`src/pkg/i2c_slave_consts.svh`:
```
// Constants for the two-wire slave control block: offsets, fields, resets, timing.
// Assumes byte addresses on a 32-bit Avalon-MM slave port.
`ifndef I2C_SLAVE_CONSTS_SVH
`define I2C_SLAVE_CONSTS_SVH

// ----------------------------------------------------------------------------
// Register byte offsets
// ----------------------------------------------------------------------------
`define OFS_SLV_CTRL 8'h00
`define OFS_OWN_ADDR 8'h04
`define OFS_SLV_DATA 8'h08
`define OFS_ACK_CTRL 8'h0C
`define OFS_TGT_ADDR 8'h10
`define OFS_LINE_STATE 8'h14
`define OFS_TIMEOUT 8'h18
`define OFS_RX_CFG 8'h1C
`define OFS_INT_RAW 8'h20
`define OFS_INT_MASK 8'h24
`define OFS_INT_MASKED 8'h28
`define OFS_MST_RX_DATA 8'h2C

// ----------------------------------------------------------------------------
// Field positions
// ----------------------------------------------------------------------------
`define CTRL_SLV_EN 0
`define CTRL_TXF_EN 1
`define CTRL_RXF_EN 2
`define OWN_INDEX 7
`define OWN_SEC_EN 8
`define ACK_OVR 0
`define ACK_VAL 1
`define RXCFG_TO_SLAVE 3
`define RXCFG_DMA 4
`define RXCFG_FLUSH 8

// Interrupt bit positions
`define INT_RX_FULL 0
`define INT_TX_EMPTY 1
`define INT_RX_REQ 2
`define INT_TX_REQ 3
`define INT_ARB_LOST 4
`define INT_STOP 5
`define INT_START 6
`define INT_NACK 7
`define INT_TX_DMA 8
`define INT_RX_DMA 9
`define INT_TIMEOUT 10
`define INT_DATA 11

// ----------------------------------------------------------------------------
// Reset values and sizes
// ----------------------------------------------------------------------------
`define RST_OWN_ADDR 7'h00
`define RST_TX_DATA 8'hFF
`define FIFO_DEPTH 4'h8
`define TX_IDLE_BYTE 8'hFF

// ----------------------------------------------------------------------------
// Timing: one bus clock period as the timeout unit
// ----------------------------------------------------------------------------
`define BUS_CLK_PERIOD_NS 10000
`define SYS_CLK_PERIOD_NS 8
`define BUS_TICK_CYCLES ((`BUS_CLK_PERIOD_NS + `SYS_CLK_PERIOD_NS - 1) / `SYS_CLK_PERIOD_NS)

`endif

```
`src/pkg/i2c_slave_pkg.sv`:
```
// Types shared by the two-wire slave control block.
// Assumes nothing beyond a SystemVerilog compiler.
package i2c_slave_pkg;

  typedef enum logic [2:0] {
    ST_IDLE, ST_ADDR, ST_ADDR_ACK, ST_RX, ST_RX_ACK, ST_TX, ST_TX_ACK
  } slv_state_t;

  // One-cycle event pulses from the external master engine
  typedef struct packed {
    logic tx_empty;
    logic tx_req;
    logic arb_lost;
    logic stop;
    logic start;
    logic nack;
    logic tx_dma_done;
    logic rx_dma_done;
    logic data;
  } master_evt_t;

  typedef struct packed {
    logic master;
    logic slave;
  } dma_req_t;

endpackage : i2c_slave_pkg

```
`src/design/i2c_slave_fifo_ack_control.sv`:
```
// Two-wire slave with ACK override, shared receive FIFO and master-side helpers.
// Assumes an Avalon-MM master on clk and an external master engine for events.
// Contract
// - Interrupt status readable raw or masked
// - Line read: data bit 1, clock bit 0
// - Master target: 7-bit address plus direction
// - Clock-low timeout, 12-bit counter, top 8 loaded
// - Receive FIFO serves master or slave, DMA optional
// - Receive trigger level one to eight entries
// - Flush empties the receive FIFO
// - Override drives software ACK value
// - ACK value true acks; ignored without override
// - Two own addresses written by index
// - Data read returns last received byte
// - Data write loads next transmitted byte
// - Disabled slave ignores the bus
// - FIFO enables route slave data through FIFOs
// - FIFO enables off keep slave active
// - Twelve master interrupt sources
// - Only unmasked sources drive interrupt
`timescale 1ns/1ns
`include "i2c_slave_consts.svh"

module i2c_slave_fifo_ack_control (
  input wire logic clk,
  input wire logic srst,
  input wire logic [7:0] address,
  input wire logic read,
  input wire logic write,
  input wire logic [31:0] writedata,
  input wire logic [3:0] byteenable,
  output logic [31:0] readdata,
  output logic waitrequest,
  input wire logic scl_in,
  input wire logic sda_in,
  output logic sda_out,
  output logic sda_oe,
  input wire i2c_slave_pkg::master_evt_t master_evt,
  input wire logic master_rx_valid,
  input wire logic [7:0] master_rx_data,
  output logic master_rx_ready,
  output logic [6:0] target_addr,
  output logic read_direction_flag,
  output i2c_slave_pkg::dma_req_t dma_req,
  output logic irq
);

  // --------------------------------------------------------------------------
  // Functions
  // --------------------------------------------------------------------------
  function automatic logic [3:0] fifo_level(input logic [3:0] cnt, input logic push,
                                            input logic pop);
    fifo_level = cnt + {3'h0, push} - {3'h0, pop};
  endfunction : fifo_level

  function automatic logic ack_pull(input logic ovr, input logic val, input logic auto_ack);
    ack_pull = ovr ? val : auto_ack;
  endfunction : ack_pull

  // --------------------------------------------------------------------------
  // Bus slave: every access answers one cycle after it is seen
  // --------------------------------------------------------------------------
  logic ack_ff;
  logic rd_cap;
  logic wr_do;
  assign waitrequest = (read | write) & ~ack_ff;
  assign rd_cap = read & ~ack_ff;
  assign wr_do = write & ack_ff & (|byteenable);

  always_ff @(posedge clk) begin
    if (srst) begin
      ack_ff <= 1'b0;
    end else begin
      ack_ff <= (read | write) & ~ack_ff;
    end
  end

  // --------------------------------------------------------------------------
  // Pin synchronisers
  // --------------------------------------------------------------------------
  logic scl_meta_ff, scl_s_ff, scl_d_ff;
  logic sda_meta_ff, sda_s_ff, sda_d_ff;
  always_ff @(posedge clk) begin
    if (srst) begin
      scl_meta_ff <= 1'b1;
      scl_s_ff <= 1'b1;
      scl_d_ff <= 1'b1;
      sda_meta_ff <= 1'b1;
      sda_s_ff <= 1'b1;
      sda_d_ff <= 1'b1;
    end else begin
      scl_meta_ff <= scl_in;
      scl_s_ff <= scl_meta_ff;
      scl_d_ff <= scl_s_ff;
      sda_meta_ff <= sda_in;
      sda_s_ff <= sda_meta_ff;
      sda_d_ff <= sda_s_ff;
    end
  end

  logic scl_rise, scl_fall, start_det, stop_det;
  assign scl_rise = scl_s_ff & ~scl_d_ff;
  assign scl_fall = ~scl_s_ff & scl_d_ff;
  assign start_det = scl_s_ff & scl_d_ff & sda_d_ff & ~sda_s_ff;
  assign stop_det = scl_s_ff & scl_d_ff & ~sda_d_ff & sda_s_ff;

  // --------------------------------------------------------------------------
  // Configuration registers
  // --------------------------------------------------------------------------
  logic slave_en_ff, txf_en_ff, rxf_en_ff;
  logic [6:0] own0_ff, own1_ff;
  logic sec_en_ff;
  logic [7:0] tx_data_ff;
  logic ack_ovr_ff, ack_val_ff;
  logic [7:0] tmo_load_ff;
  logic [2:0] rx_trig_ff;
  logic rx_to_slave_ff, rx_dma_ff;
  logic [11:0] mask_ff;

  always_ff @(posedge clk) begin
    if (srst) begin
      slave_en_ff <= 1'b0;
      txf_en_ff <= 1'b0;
      rxf_en_ff <= 1'b0;
      own0_ff <= `RST_OWN_ADDR;
      own1_ff <= `RST_OWN_ADDR;
      sec_en_ff <= 1'b0;
      tx_data_ff <= `RST_TX_DATA;
      ack_ovr_ff <= 1'b0;
      ack_val_ff <= 1'b0;
      target_addr <= 7'h00;
      read_direction_flag <= 1'b0;
      tmo_load_ff <= 8'h00;
      rx_trig_ff <= 3'h0;
      rx_to_slave_ff <= 1'b0;
      rx_dma_ff <= 1'b0;
      mask_ff <= 12'h000;
    end else if (wr_do) begin
      case (address)
        `OFS_SLV_CTRL: begin
          // Write-only: each write replaces all three settings
          slave_en_ff <= writedata[`CTRL_SLV_EN];
          txf_en_ff <= writedata[`CTRL_TXF_EN];
          rxf_en_ff <= writedata[`CTRL_RXF_EN];
        end
        `OFS_OWN_ADDR: begin
          if (writedata[`OWN_INDEX]) begin
            own1_ff <= writedata[6:0];
            sec_en_ff <= writedata[`OWN_SEC_EN];
          end else begin
            own0_ff <= writedata[6:0];
          end
        end
        `OFS_SLV_DATA: begin
          if (!txf_en_ff) begin
            tx_data_ff <= writedata[7:0];
          end
        end
        `OFS_ACK_CTRL: begin
          ack_ovr_ff <= writedata[`ACK_OVR];
          ack_val_ff <= writedata[`ACK_VAL];
        end
        `OFS_TGT_ADDR: begin
          target_addr <= writedata[7:1];
          read_direction_flag <= writedata[0];
        end
        `OFS_TIMEOUT: tmo_load_ff <= writedata[7:0];
        `OFS_RX_CFG: begin
          rx_trig_ff <= writedata[2:0];
          rx_to_slave_ff <= writedata[`RXCFG_TO_SLAVE];
          rx_dma_ff <= writedata[`RXCFG_DMA];
        end
        `OFS_INT_MASK: mask_ff <= writedata[11:0];
        default: begin
        end
      endcase
    end
  end

  // --------------------------------------------------------------------------
  // Slave bit engine
  // --------------------------------------------------------------------------
  i2c_slave_pkg::slv_state_t state_ff;
  logic [7:0] shift_ff;
  logic [3:0] bit_cnt_ff;
  logic rw_ff;
  logic [7:0] rx_last_ff;
  logic [3:0] rx_cnt_ff, tx_cnt_ff;
  logic [7:0] tx_byte;
  logic byte_done, tx_load, addr_hit, slv_to_fifo, auto_ack;

  assign addr_hit = (shift_ff[7:1] == own0_ff) | (sec_en_ff & (shift_ff[7:1] == own1_ff));
  assign byte_done = (state_ff == i2c_slave_pkg::ST_RX) & scl_fall & (bit_cnt_ff == 4'h8);
  assign tx_load = scl_fall & (((state_ff == i2c_slave_pkg::ST_ADDR_ACK) & rw_ff) |
                               (state_ff == i2c_slave_pkg::ST_TX_ACK));
  assign slv_to_fifo = rxf_en_ff & rx_to_slave_ff;
  // Refuse a byte that the full FIFO cannot take
  assign auto_ack = ~(slv_to_fifo & (rx_cnt_ff == `FIFO_DEPTH));
  logic [7:0] tx_mem [0:7];
  logic [2:0] tx_rp_ff;
  assign tx_byte = !txf_en_ff ? tx_data_ff :
                   (tx_cnt_ff != 4'h0) ? tx_mem[tx_rp_ff] : `TX_IDLE_BYTE;

  always_ff @(posedge clk) begin
    if (srst || !slave_en_ff) begin
      state_ff <= i2c_slave_pkg::ST_IDLE;
      sda_oe <= 1'b0;
      bit_cnt_ff <= 4'h0;
      shift_ff <= 8'h00;
      rw_ff <= 1'b0;
    end else if (start_det) begin
      state_ff <= i2c_slave_pkg::ST_ADDR;
      sda_oe <= 1'b0;
      bit_cnt_ff <= 4'h0;
    end else if (stop_det) begin
      state_ff <= i2c_slave_pkg::ST_IDLE;
      sda_oe <= 1'b0;
    end else begin
      case (state_ff)
        i2c_slave_pkg::ST_ADDR, i2c_slave_pkg::ST_RX: begin
          if (scl_rise) begin
            shift_ff <= {shift_ff[6:0], sda_s_ff};
            bit_cnt_ff <= bit_cnt_ff + 4'h1;
          end else if (scl_fall && bit_cnt_ff == 4'h8) begin
            bit_cnt_ff <= 4'h0;
            if (state_ff == i2c_slave_pkg::ST_RX) begin
              state_ff <= i2c_slave_pkg::ST_RX_ACK;
              sda_oe <= ack_pull(ack_ovr_ff, ack_val_ff, auto_ack);
            end else if (addr_hit) begin
              state_ff <= i2c_slave_pkg::ST_ADDR_ACK;
              rw_ff <= shift_ff[0];
              sda_oe <= ack_pull(ack_ovr_ff, ack_val_ff, 1'b1);
            end else begin
              state_ff <= i2c_slave_pkg::ST_IDLE;
            end
          end
        end
        i2c_slave_pkg::ST_ADDR_ACK, i2c_slave_pkg::ST_RX_ACK: begin
          if (tx_load) begin
            state_ff <= i2c_slave_pkg::ST_TX;
            shift_ff <= tx_byte;
            sda_oe <= ~tx_byte[7];
          end else if (scl_fall) begin
            state_ff <= i2c_slave_pkg::ST_RX;
            sda_oe <= 1'b0;
          end
        end
        i2c_slave_pkg::ST_TX: begin
          if (scl_rise) begin
            bit_cnt_ff <= bit_cnt_ff + 4'h1;
          end else if (scl_fall) begin
            if (bit_cnt_ff == 4'h8) begin
              state_ff <= i2c_slave_pkg::ST_TX_ACK;
              sda_oe <= 1'b0;
              bit_cnt_ff <= 4'h0;
            end else begin
              shift_ff <= {shift_ff[6:0], 1'b0};
              sda_oe <= ~shift_ff[6];
            end
          end
        end
        i2c_slave_pkg::ST_TX_ACK: begin
          // A not-acknowledge from the master ends the read
          if (scl_rise && sda_s_ff) begin
            state_ff <= i2c_slave_pkg::ST_IDLE;
          end else if (tx_load) begin
            state_ff <= i2c_slave_pkg::ST_TX;
            shift_ff <= tx_byte;
            sda_oe <= ~tx_byte[7];
          end
        end
        default: state_ff <= i2c_slave_pkg::ST_IDLE;
      endcase
    end
  end

  assign sda_out = 1'b0;

  always_ff @(posedge clk) begin
    if (srst) begin
      rx_last_ff <= 8'h00;
    end else if (byte_done) begin
      rx_last_ff <= shift_ff;
    end
  end

  // --------------------------------------------------------------------------
  // Receive FIFO, shared by master and slave
  // --------------------------------------------------------------------------
  logic [7:0] rx_mem [0:7];
  logic [2:0] rx_wp_ff, rx_rp_ff;
  logic rx_push, rx_pop, rx_flush, rx_above;
  logic [7:0] rx_push_data;

  assign master_rx_ready = ~rx_to_slave_ff & (rx_cnt_ff != `FIFO_DEPTH);
  assign rx_push = (byte_done & slv_to_fifo & auto_ack) | (master_rx_valid & master_rx_ready);
  assign rx_push_data = rx_to_slave_ff ? shift_ff : master_rx_data;
  assign rx_pop = rd_cap & (rx_cnt_ff != 4'h0) &
                  (((address == `OFS_SLV_DATA) & slv_to_fifo) |
                   ((address == `OFS_MST_RX_DATA) & ~rx_to_slave_ff));
  assign rx_flush = wr_do & (address == `OFS_RX_CFG) & writedata[`RXCFG_FLUSH];
  assign rx_above = rx_cnt_ff > {1'b0, rx_trig_ff};

  always_ff @(posedge clk) begin
    if (srst || rx_flush) begin
      rx_wp_ff <= 3'h0;
      rx_rp_ff <= 3'h0;
      rx_cnt_ff <= 4'h0;
    end else begin
      if (rx_push) begin
        rx_mem[rx_wp_ff] <= rx_push_data;
        rx_wp_ff <= rx_wp_ff + 3'h1;
      end
      if (rx_pop) begin
        rx_rp_ff <= rx_rp_ff + 3'h1;
      end
      rx_cnt_ff <= fifo_level(rx_cnt_ff, rx_push, rx_pop);
    end
  end

  assign dma_req = {rx_dma_ff & ~rx_to_slave_ff & rx_above,
                    rx_dma_ff & rx_to_slave_ff & rxf_en_ff & rx_above};

  // --------------------------------------------------------------------------
  // Slave transmit FIFO
  // --------------------------------------------------------------------------
  logic [2:0] tx_wp_ff;
  logic tx_push, tx_pop;
  assign tx_push = wr_do & (address == `OFS_SLV_DATA) & txf_en_ff & (tx_cnt_ff != `FIFO_DEPTH);
  assign tx_pop = tx_load & txf_en_ff & (tx_cnt_ff != 4'h0) & slave_en_ff & ~start_det &
                  ~stop_det;

  always_ff @(posedge clk) begin
    if (srst) begin
      tx_wp_ff <= 3'h0;
      tx_rp_ff <= 3'h0;
      tx_cnt_ff <= 4'h0;
    end else begin
      if (tx_push) begin
        tx_mem[tx_wp_ff] <= writedata[7:0];
        tx_wp_ff <= tx_wp_ff + 3'h1;
      end
      if (tx_pop) begin
        tx_rp_ff <= tx_rp_ff + 3'h1;
      end
      tx_cnt_ff <= fifo_level(tx_cnt_ff, tx_push, tx_pop);
    end
  end

  // --------------------------------------------------------------------------
  // Clock-low timeout, counted in bus clock periods
  // --------------------------------------------------------------------------
  logic [10:0] tick_cnt_ff;
  logic [11:0] tmo_cnt_ff;
  logic tmo_done_ff, tick, tmo_evt;
  assign tick = tick_cnt_ff == 11'(`BUS_TICK_CYCLES - 1);
  assign tmo_evt = ~tmo_done_ff & ~scl_s_ff & (tmo_load_ff != 8'h00) &
                   (tmo_cnt_ff == {tmo_load_ff, 4'h0});

  always_ff @(posedge clk) begin
    if (srst || tick) begin
      tick_cnt_ff <= 11'h000;
    end else begin
      tick_cnt_ff <= tick_cnt_ff + 11'h001;
    end
  end

  always_ff @(posedge clk) begin
    if (srst || scl_s_ff || tmo_load_ff == 8'h00) begin
      tmo_cnt_ff <= 12'h000;
      tmo_done_ff <= 1'b0;
    end else begin
      tmo_done_ff <= tmo_done_ff | tmo_evt;
      if (tick && !tmo_done_ff) begin
        tmo_cnt_ff <= tmo_cnt_ff + 12'h001;
      end
    end
  end

  // --------------------------------------------------------------------------
  // Interrupt status: set wins over write-one-to-clear
  // --------------------------------------------------------------------------
  logic [11:0] ris_ff, src, clr;
  always_comb begin
    src = 12'h000;
    src[`INT_RX_FULL] = ~rx_to_slave_ff & (rx_cnt_ff == `FIFO_DEPTH);
    src[`INT_TX_EMPTY] = master_evt.tx_empty;
    src[`INT_RX_REQ] = ~rx_to_slave_ff & rx_above;
    src[`INT_TX_REQ] = master_evt.tx_req;
    src[`INT_ARB_LOST] = master_evt.arb_lost;
    src[`INT_STOP] = master_evt.stop;
    src[`INT_START] = master_evt.start;
    src[`INT_NACK] = master_evt.nack;
    src[`INT_TX_DMA] = master_evt.tx_dma_done;
    src[`INT_RX_DMA] = master_evt.rx_dma_done;
    src[`INT_TIMEOUT] = tmo_evt;
    src[`INT_DATA] = master_evt.data;
  end
  assign clr = (wr_do && address == `OFS_INT_RAW) ? writedata[11:0] : 12'h000;

  always_ff @(posedge clk) begin
    if (srst) begin
      ris_ff <= 12'h000;
    end else begin
      ris_ff <= (ris_ff & ~clr) | src;
    end
  end

  assign irq = |(ris_ff & mask_ff);

  // --------------------------------------------------------------------------
  // Read mux
  // --------------------------------------------------------------------------
  always_ff @(posedge clk) begin
    if (srst) begin
      readdata <= 32'h0000_0000;
    end else if (rd_cap) begin
      case (address)
        `OFS_OWN_ADDR: readdata <= {15'h0000, sec_en_ff, 1'b0, own1_ff, 1'b0, own0_ff};
        `OFS_SLV_DATA: readdata <= {24'h00_0000, (slv_to_fifo && rx_cnt_ff != 4'h0) ?
                                    rx_mem[rx_rp_ff] : rx_last_ff};
        `OFS_ACK_CTRL: readdata <= {30'h0000_0000, ack_val_ff, ack_ovr_ff};
        `OFS_TGT_ADDR: readdata <= {24'h00_0000, target_addr, read_direction_flag};
        `OFS_LINE_STATE: readdata <= {30'h0000_0000, sda_s_ff, scl_s_ff};
        `OFS_TIMEOUT: readdata <= {24'h00_0000, tmo_load_ff};
        `OFS_RX_CFG: readdata <= {8'h00, tx_cnt_ff, rx_cnt_ff, 11'h000, rx_dma_ff,
                                  rx_to_slave_ff, rx_trig_ff};
        `OFS_INT_RAW: readdata <= {20'h0_0000, ris_ff};
        `OFS_INT_MASK: readdata <= {20'h0_0000, mask_ff};
        `OFS_INT_MASKED: readdata <= {20'h0_0000, ris_ff & mask_ff};
        `OFS_MST_RX_DATA: readdata <= {24'h00_0000, rx_mem[rx_rp_ff]};
        default: readdata <= 32'h0000_0000;
      endcase
    end
  end

  // --------------------------------------------------------------------------
  // Assertions
  // --------------------------------------------------------------------------
  a_bus_answer: assert property (@(posedge clk) disable iff (srst)
    (read || write) && waitrequest |=> !waitrequest)
    else $error("bus answer late");
  a_line_read: assert property (@(posedge clk) disable iff (srst)
    rd_cap && address == `OFS_LINE_STATE |=>
    readdata == {30'h0, $past(sda_s_ff), $past(scl_s_ff)})
    else $error("line state read wrong");
  a_masked_read: assert property (@(posedge clk) disable iff (srst)
    rd_cap && address == `OFS_INT_MASKED |=> readdata[11:0] == $past(ris_ff & mask_ff))
    else $error("masked status wrong");
  a_flush_empty: assert property (@(posedge clk) disable iff (srst)
    rx_flush |=> rx_cnt_ff == 4'h0)
    else $error("flush left data");
  a_trig_req: assert property (@(posedge clk) disable iff (srst)
    !rx_to_slave_ff && rx_cnt_ff > {1'b0, rx_trig_ff} |=> ris_ff[`INT_RX_REQ])
    else $error("trigger request missed");
  a_dma_excl: assert property (@(posedge clk) disable iff (srst)
    !(dma_req.master && dma_req.slave))
    else $error("fifo served both sides");
  a_slave_quiet: assert property (@(posedge clk) disable iff (srst)
    !slave_en_ff |=> !sda_oe && state_ff == i2c_slave_pkg::ST_IDLE)
    else $error("disabled slave active");
  a_ack_value: assert property (@(posedge clk) disable iff (srst)
    byte_done && ack_ovr_ff && !start_det |=> sda_oe == $past(ack_val_ff))
    else $error("override ack not driven");
  a_timeout_flag: assert property (@(posedge clk) disable iff (srst)
    tmo_evt |=> ris_ff[`INT_TIMEOUT] && tmo_done_ff)
    else $error("timeout not flagged");
  a_own_index: assert property (@(posedge clk) disable iff (srst)
    wr_do && address == `OFS_OWN_ADDR && !writedata[`OWN_INDEX] |=>
    own0_ff == $past(writedata[6:0]))
    else $error("own address not stored");
  a_irq_gate: assert property (@(posedge clk) disable iff (srst)
    $rose(irq) |-> $past(mask_ff) != 12'h000 || $changed(mask_ff))
    else $error("irq without enabled source");

  c_addr_ack: cover property (@(posedge clk) disable iff (srst)
    state_ff == i2c_slave_pkg::ST_ADDR_ACK && sda_oe);
  c_tx_byte: cover property (@(posedge clk) disable iff (srst)
    state_ff == i2c_slave_pkg::ST_TX_ACK);
  c_flush: cover property (@(posedge clk) disable iff (srst) rx_flush && rx_cnt_ff != 4'h0);
  c_timeout: cover property (@(posedge clk) disable iff (srst) tmo_evt);

endmodule : i2c_slave_fifo_ack_control

```
`config.mk`:
```
export PLATFORM = sky130hd
export DESIGN_NAME = i2c_slave_fifo_ack_control
export DESIGN_NICKNAME = d
export VERILOG_FILES = /design/src/pkg/i2c_slave_pkg.sv /design/src/design/i2c_slave_fifo_ack_control.sv
export VERILOG_INCLUDE_DIRS = /design/src /design/src/pkg
export SDC_FILE = /design/constraint.sdc
export NUM_CORES = 1
export LEC_CHECK = 0
export ABC_AREA = 1
export BUFFER_PORTS_ARGS = -buffer_cell sky130_fd_sc_hd__buf_4
export CELL_PAD_IN_SITES_DETAIL_PLACEMENT = 1
export CELL_PAD_IN_SITES_GLOBAL_PLACEMENT = 1
export CORE_MARGIN = 2
export CORE_UTILIZATION = 46
export DETAILED_ROUTE_END_ITERATION = 10
export PLACE_DENSITY = 0.81
export SLEW_MARGIN = 30
export SYNTH_ARGS = -nofsm -noshare
export SYNTH_HDL_FRONTEND = slang
export SYNTH_SLANG_ARGS = --single-unit
```
`constraint.sdc`:
```
create_clock -name clk -period 3.5 [get_ports clk]
set_clock_uncertainty 0.2 [all_clocks]
set_input_delay 0.175 -clock clk [delete_from_list [all_inputs] [get_ports clk]]
set_output_delay 0.175 -clock clk [all_outputs]
set_load 0.02 [all_outputs]
```
**Word level (Yosys, flattened, before mapping)**

Memory sizes are Yosys's and may differ from the RTL's. A register that Yosys moved wholly into a read port is not among the register bits.
Index checks and enable logic that the tools add are counted.

- Register bits: 181
- Memory bits (writable): 128
- Bits of input ports: 68
- Memories kept: 2

- Add/subtract/negate cells: 11
- Magnitude comparators: 1
- Equality and inequality tests: 47
- Mux-type cells: 57
- Bitwise gates (word level): 72
- Reductions and logical operators: 40

Memory list:

| name | words | bits a word | rd ports | clocked after Yosys merged registers in | write ports | line | source |
|---|---|---|---|---|---|---|---|
| rx_mem | 8 | 8 | 1 | 1 | 1 | i2c_slave_fifo_ack_control.sv:290 | `logic [7:0] rx_mem [0:7];` |
| tx_mem | 8 | 8 | 1 | 1 | 1 | i2c_slave_fifo_ack_control.sv:199 | `logic [7:0] tx_mem [0:7];` |

Operator list:

| kind | number |
|---|---|
| $pmux 24 s11 | 1 |
| $mux 8 | 10 |
| $and 1x1->1 | 46 |
| $mux 3 | 14 |
| $eq 8x5->1 const B | 4 |
| $eq 8x6->1 const B | 4 |
| $pmux 8 s4 | 1 |
| $ne 4x4->1 const B | 7 |
| $and 12x12->12 | 2 |
| $mux 1 | 21 |
| $reduce_and 7->1 | 3 |
| $mux 4 | 5 |
| $ne 2x2->1 const B | 9 |
| $eq 8x4->1 const B | 2 |
| $logic_not 8->1 | 2 |
| $not 1->1 | 16 |
| $ne 3x3->1 const B | 5 |
| $eq 7x7->1 | 2 |
| $add 12x1->12 const B | 1 |
| $add 3x1->3 const B | 4 |
| $eq 12x12->1 | 1 |
| $mux 12 | 1 |
| $not 12->12 | 1 |
| $or 12x12->12 | 1 |
| 34 further kinds | 65 |

**Logic depth before layout (Yosys ltp)**

- Word-level depth: 11
- Gate-level depth with buffers: 16

**Worst setup path before layout**

No wires, ideal clock.

- Path type: register -> register
- From: reg rx_cnt_ff[2]
- To: reg rx_cnt_ff[2]
- Library setup time: 0.116 ns
- Arrival: 2.391 ns
- Data required time: 3.184 ns
- Slack: 0.793 ns
- Cell stages (with the launch flop): 15
- Period minus slack after synthesis: 2.707 ns
- Cell sequence: dfxtp_1 > inv_1 > ha_1 > nand2_1 > inv_1 > nor2_1 > nand2_1 > nand2_2 > inv_2 > ha_1 > inv_1 > ha_1 > fa_1 > xnor2_1 > nor2_1

RTL lines:

| what | line | source |
|---|---|---|
| start, declared | i2c_slave_fifo_ack_control.sv:188 | `logic [3:0] rx_cnt_ff, tx_cnt_ff;` |
| start signal, assigned | i2c_slave_fifo_ack_control.sv:317 | `rx_cnt_ff <= fifo_level(rx_cnt_ff, rx_push, rx_pop);` |
| $ne 4x4->1 (no line) | -- |  |
| $and 1x1->1 | i2c_slave_fifo_ack_control.sv:295 | `` assign master_rx_ready = ~rx_to_slave_ff & (rx_cnt_ff != `FIFO_DEPTH); `` |
| net master_rx_ready | i2c_slave_fifo_ack_control.sv:41 | `output logic master_rx_ready,` |
| $and 1x1->1 | i2c_slave_fifo_ack_control.sv:296 | `assign rx_push = (byte_done & slv_to_fifo & auto_ack) \| (master_rx_valid & master_rx_ready);` |
| $or 1x1->1 | i2c_slave_fifo_ack_control.sv:296 |  |
| $add 4x1->4 | i2c_slave_fifo_ack_control.sv:53 | `fifo_level = cnt + {3'h0, push} - {3'h0, pop};` |
| $sub 4x1->4 | i2c_slave_fifo_ack_control.sv:53 |  |

The timed path passes the listed nets, and every way through them passes these cells.
A chain may end at the register's enable or synchronous reset.

**Worst setup path in the final report**

- From: reg scl_s_ff
- To: reg tx_cnt_ff[3]

- Word-level cells in the longest chain between the ends: 9

RTL lines:

| what | line | source |
|---|---|---|
| start, declared | i2c_slave_fifo_ack_control.sv:81 | `logic scl_meta_ff, scl_s_ff, scl_d_ff;` |
| start signal, assigned | i2c_slave_fifo_ack_control.sv:93 | `scl_s_ff <= scl_meta_ff;` |
| $not 1->1 | i2c_slave_fifo_ack_control.sv:103 | `assign scl_fall = ~scl_s_ff & scl_d_ff;` |
| $and 1x1->1 | i2c_slave_fifo_ack_control.sv:103 |  |
| $and 1x1->1 | i2c_slave_fifo_ack_control.sv:194 | `assign tx_load = scl_fall & (((state_ff == i2c_slave_pkg::ST_ADDR_ACK) & rw_ff) \|` |
| $and 1x1->1 (4 in series) | i2c_slave_fifo_ack_control.sv:330 | `assign tx_pop = tx_load & txf_en_ff & (tx_cnt_ff != 4'h0) & slave_en_ff & ~start_det &` |
| $and 1x1->1 * | i2c_slave_fifo_ack_control.sv:330 |  |
| $sub 4x1->4 * | i2c_slave_fifo_ack_control.sv:53 |  |
| end signal, assigned | i2c_slave_fifo_ack_control.sv:346 | `tx_cnt_ff <= fifo_level(tx_cnt_ff, tx_push, tx_pop);` |
| end, declared | i2c_slave_fifo_ack_control.sv:188 |  |

Every way passes the cells marked *; elsewhere a longest branch is shown, timed or not.

==> metrics.md <==
| Metric | Value |
|---|---|
| Outcome | finished, final reports clean |
| Leading cell types by total area after synthesis | sky130_fd_sc_hd__edfxtp_1 (27%), sky130_fd_sc_hd__dfxtp_1 (25%), sky130_fd_sc_hd__nand2_1 (8.9%) |
| Prevailing post-synth register cell | sky130_fd_sc_hd__dfxtp_1 |
| Max-slew violation count | 0 |
| H-Tree Level Count | 2 |
| Starting utilization of the core area | 0.467 |
| Type of element capturing the critical path | flop |
| Mapped Avg Cell Area | 8.38 um2 |
| Die area | 32,500 um2 |
| Later-pin clock latency in the skew report | 0.52 ns |
| Pin count of the biggest net entering global routing | 51 |
| Count of synthesis-stage warnings from yosys | 0 |
| Data required time at the worst endpoint | 3.75 ns |
| First-pass GRT wire length | 72.2 mm |
| Post-route fraction of the period consumed by the critical path | 0.871 |
| Leakage power | 6.73 nW |
| Total power | 8.01 mW |
| Area of the core | 30,600 um2 |
| Number of buffers added by the clock tree synthesis step | 34 |
| Max-cap check violation count | 0 |
| Worst EP arrival | 3.29 ns |
| Final Net Count | 1,936 |
| Reg2reg end | tx_cnt_ff[3]$_SDFF_PP0_ |
| Setup Viol. Count Final | 0 |
| Number of global-route vias before repair | 13,200 |
| Util after Layout | 0.551 |
| Number of core rows | 64 |
| Number of sinks driven by the clock tree | 306 |
| Ratio of routed vias to standard cells | 5.61 |
| Fraction of layout instances using a drive strength above 1 | 0.123 |
| Register area | 7410 um2 |
| Post-Place Cell Area | 15,300 um2 |
| Clock transition at the registers of the reported paths | 0.06 ns |
| Initial antenna violation count | 1 |
| Hold depth | 4 |
| Cell variety after synth | 56 |
| Max-slew headroom at the worst pin | 0.329 |
| Start point of the worst min-delay path | address[2] |
| Final weighted congestion of routability-driven global placement | 0.924 |
| Max VDD drop | 0.298 mV |
| Residual overflow from global routing | 0 |
| Sequential area share after synthesis | 0.518 |
| Clock buffer depth | 3 |
| Placement-stage worst setup slack | 0.560 ns |
| Netlist Area Pre-Place | 14,300 um2 |
| DRC violations left | 0 |
| Area of the multi-input gates | 5900 um2 |
| Routed vias | 12,700 |
| Worst-case reg-to-reg path depth | 15 |
| Fill cell count | 3,674 |
| Iter 0 DRT Violations | 1,012 |
| Final hold violation count | 0 |
| Final HPWL DP | 31.8 mm |
| Final std cells w/o fill | 2,261 |
| Synthesis-to-finish area growth | 18.0% |
| Power Density | 475 nW/um2 |
| FF+latch count, synth | 306 |
| EDFF count, synth | 128 |
| Length of the first detailed-routing pass in iterations | 5 |
| Async S/R FF share, synth | 0 |
| Synthesized netlist cell count | 1,705 |
| Biggest area consumer among synthesized cells | sky130_fd_sc_hd__edfxtp_1 |
| Number of antenna-violating nets in the routed design | 0 |
| Hold slack | 0.0131 ns |
| Vertical die dimension | 180 um |
| Start of the worst register-to-register path | scl_s_ff$_SDFF_PP1_ |
| Horizontal die dimension | 180 um |
| Max Clock Freq | 328 MHz |
| All-layer global routing usage | 0.278 |
| Top fanout value on the critical path | 7 |
| Total detailed-routing wirelength | 46.0 mm |
| TritonCTS clock tree | yes |
| Clk Tree Root Cell | sky130_fd_sc_hd__clkbuf_16 |
| Reg-to-reg setup timing slack | 0.45 ns |
| Worst-margin pin slew | 0.996 ns |
| Critical path class | flop to flop |
| Number of placed instances, taps included | 2,159 |
| Top-Level Pins | 115 |
| Crit path setup slack, layout | 0.452 ns |
| Post-Layout Inst Area | 16,900 um2 |
| Total setup buffers inserted after CTS | 0 |
| RSZ-0062 raised after global routing | no |
| Share of the synthesized area in the top cell type | 0.269 |
| End of the worst hold path | ack_ovr_ff$_SDFFE_PP0P_ |
| Critical Path Start Type | flop |
| Min-Delay Path Class | input pin to flop |
| IO buf count | 84 |
| DR WL/cell | 20.3 um |
| Time the worst path needs with I/O delays and setup | 3.05 ns |
| Final total negative setup slack | 0 ns |
[registers in the layout, indices dropped and copies added (netlist names), 4 cells and up, named ones only]
| name | count |
|---|---|
| rx_mem | 64 |
| own1_ff | 7 |
| mask_ff | 12 |
| tmo_cnt_ff | 12 |
| rx_cnt_ff | 4 |
| tick_cnt_ff | 11 |
| rx_last_ff | 8 |
| tx_cnt_ff | 4 |
| bit_cnt_ff | 4 |
| tx_mem | 64 |
| shift_ff | 8 |
| tx_data_ff | 8 |
| own0_ff | 7 |
| target_addr | 7 |
| ris_ff | 12 |
| tmo_load_ff | 8 |
| readdata | 23 |
[power by group]
| part | total [mW] | internal (mW) | switching, mW |
|---|---|---|---|
| registers | 3.83 | 3.78 | 0.0521 |
| clock network | 3.65 | 2.20 | 1.45 |
| logic | 0.528 | 0.192 | 0.336 |
[final cells by class]
type	count	share of cell area
diodes	1	0.000148
clock buffers	53	0.0597
clock inverters	9	0.00690
inverters	177	0.0396
multi-input cells	1164	0.350
flip-flops and latches	306	0.439
well taps	396	0.0294
repair buffers	155	0.0748
[how the worst max path moves through the flow]
stage,startpoint,to,cells after the start
2_1_floorplan,rx_cnt_ff[2]$_SDFF_PP0_,rx_cnt_ff[2]$_SDFF_PP0_,14
3_3_place_gp,scl_s_ff$_SDFF_PP1_,rx_cnt_ff[2]$_SDFF_PP0_,14
3_5_place_dp,scl_s_ff$_SDFF_PP1_,tx_cnt_ff[3]$_SDFF_PP0_,14
4_1_cts,scl_s_ff$_SDFF_PP1_,tx_cnt_ff[3]$_SDFF_PP0_,15
5_1_grt,scl_s_ff$_SDFF_PP1_,tx_cnt_ff[3]$_SDFF_PP0_,15
6_report,scl_s_ff$_SDFF_PP1_,tx_cnt_ff[3]$_SDFF_PP0_,15
[synthesized netlist by cell type (all sizes together), types with 3 or more instances]
cell type / count
nor2: 200
nand3: 156
nor4: 7
nand4: 19
buf: 39
nand2: 354
clkbuf: 28
xor2: 9
a211oi: 7
o21ai: 139
o211ai: 23
xnor2: 9
clkinv: 3
o22ai: 5
ha: 28
inv: 174
dfxtp: 178
nor3: 25
or2: 11
o2111ai: 3
nor3b: 4
a21oi: 141
edfxtp: 128
[critical path: stages (launching register included)]
cell                       delay (ns)
sky130_fd_sc_hd__dfxtp_1         0.32
sky130_fd_sc_hd__inv_1           0.14
sky130_fd_sc_hd__ha_1            0.27
sky130_fd_sc_hd__o21ai_0         0.16
sky130_fd_sc_hd__nor2_1          0.12
sky130_fd_sc_hd__nand2_1         0.11
sky130_fd_sc_hd__inv_1           0.10
sky130_fd_sc_hd__nand4_1         0.27
sky130_fd_sc_hd__inv_1           0.28
sky130_fd_sc_hd__nand2_1         0.11
sky130_fd_sc_hd__ha_1            0.28
sky130_fd_sc_hd__nand2_1         0.07
sky130_fd_sc_hd__nor2_1          0.04
sky130_fd_sc_hd__a211oi_1        0.23
sky130_fd_sc_hd__o21ai_0         0.13
sky130_fd_sc_hd__a21oi_1         0.15
[cells in the final DEF, fill, tap and decap left out, types with 10 or more instances in the layout]
master                          count
sky130_fd_sc_hd__ha_1              28
sky130_fd_sc_hd__dfxtp_1          178
sky130_fd_sc_hd__o21ai_0          131
sky130_fd_sc_hd__nor3_1            22
sky130_fd_sc_hd__nand2_1          340
sky130_fd_sc_hd__inv_2             11
sky130_fd_sc_hd__nand3_1          150
sky130_fd_sc_hd__dlygate4sd3_1     39
sky130_fd_sc_hd__nor2_1           180
sky130_fd_sc_hd__conb_1            10
sky130_fd_sc_hd__o211ai_1          23
sky130_fd_sc_hd__a21oi_1          141
sky130_fd_sc_hd__inv_1            162
sky130_fd_sc_hd__clkbuf_16         37
sky130_fd_sc_hd__buf_4            116
sky130_fd_sc_hd__nand4_1           18
sky130_fd_sc_hd__clkbuf_1          14
sky130_fd_sc_hd__edfxtp_1         128
sky130_fd_sc_hd__nor2_2            11
[metal layers]
layer | global-route usage | share of wire | vias to the layer above
met2 | 0.489 | 0.50 | 391
li1 | - | - | 5948
met4 | 0.0935 | 0.033 | 0
met5 | 0 | 0 | -
met3 | 0.0374 | 0.055 | 105
met1 | 0.353 | 0.41 | 6241
[repair_timing]
item	4_1_cts	5_1_grt
hold buffers	39	0
hold endpoints to repair	126	0
setup endpoints to repair	0	0
gates resized for setup	0	0
[kinds of logic after synthesis]
kind of cell,synth area share
xor gates and xnor gates,0.0110
AOI/OAI and AO/OA,0.123
buffers and inverters,0.0709
DFF,0.518
other,0.000262
adders and majority gates,0.0273
and+or+nand+nor,0.249
Note: power is estimated with default switching activity, not from simulation.
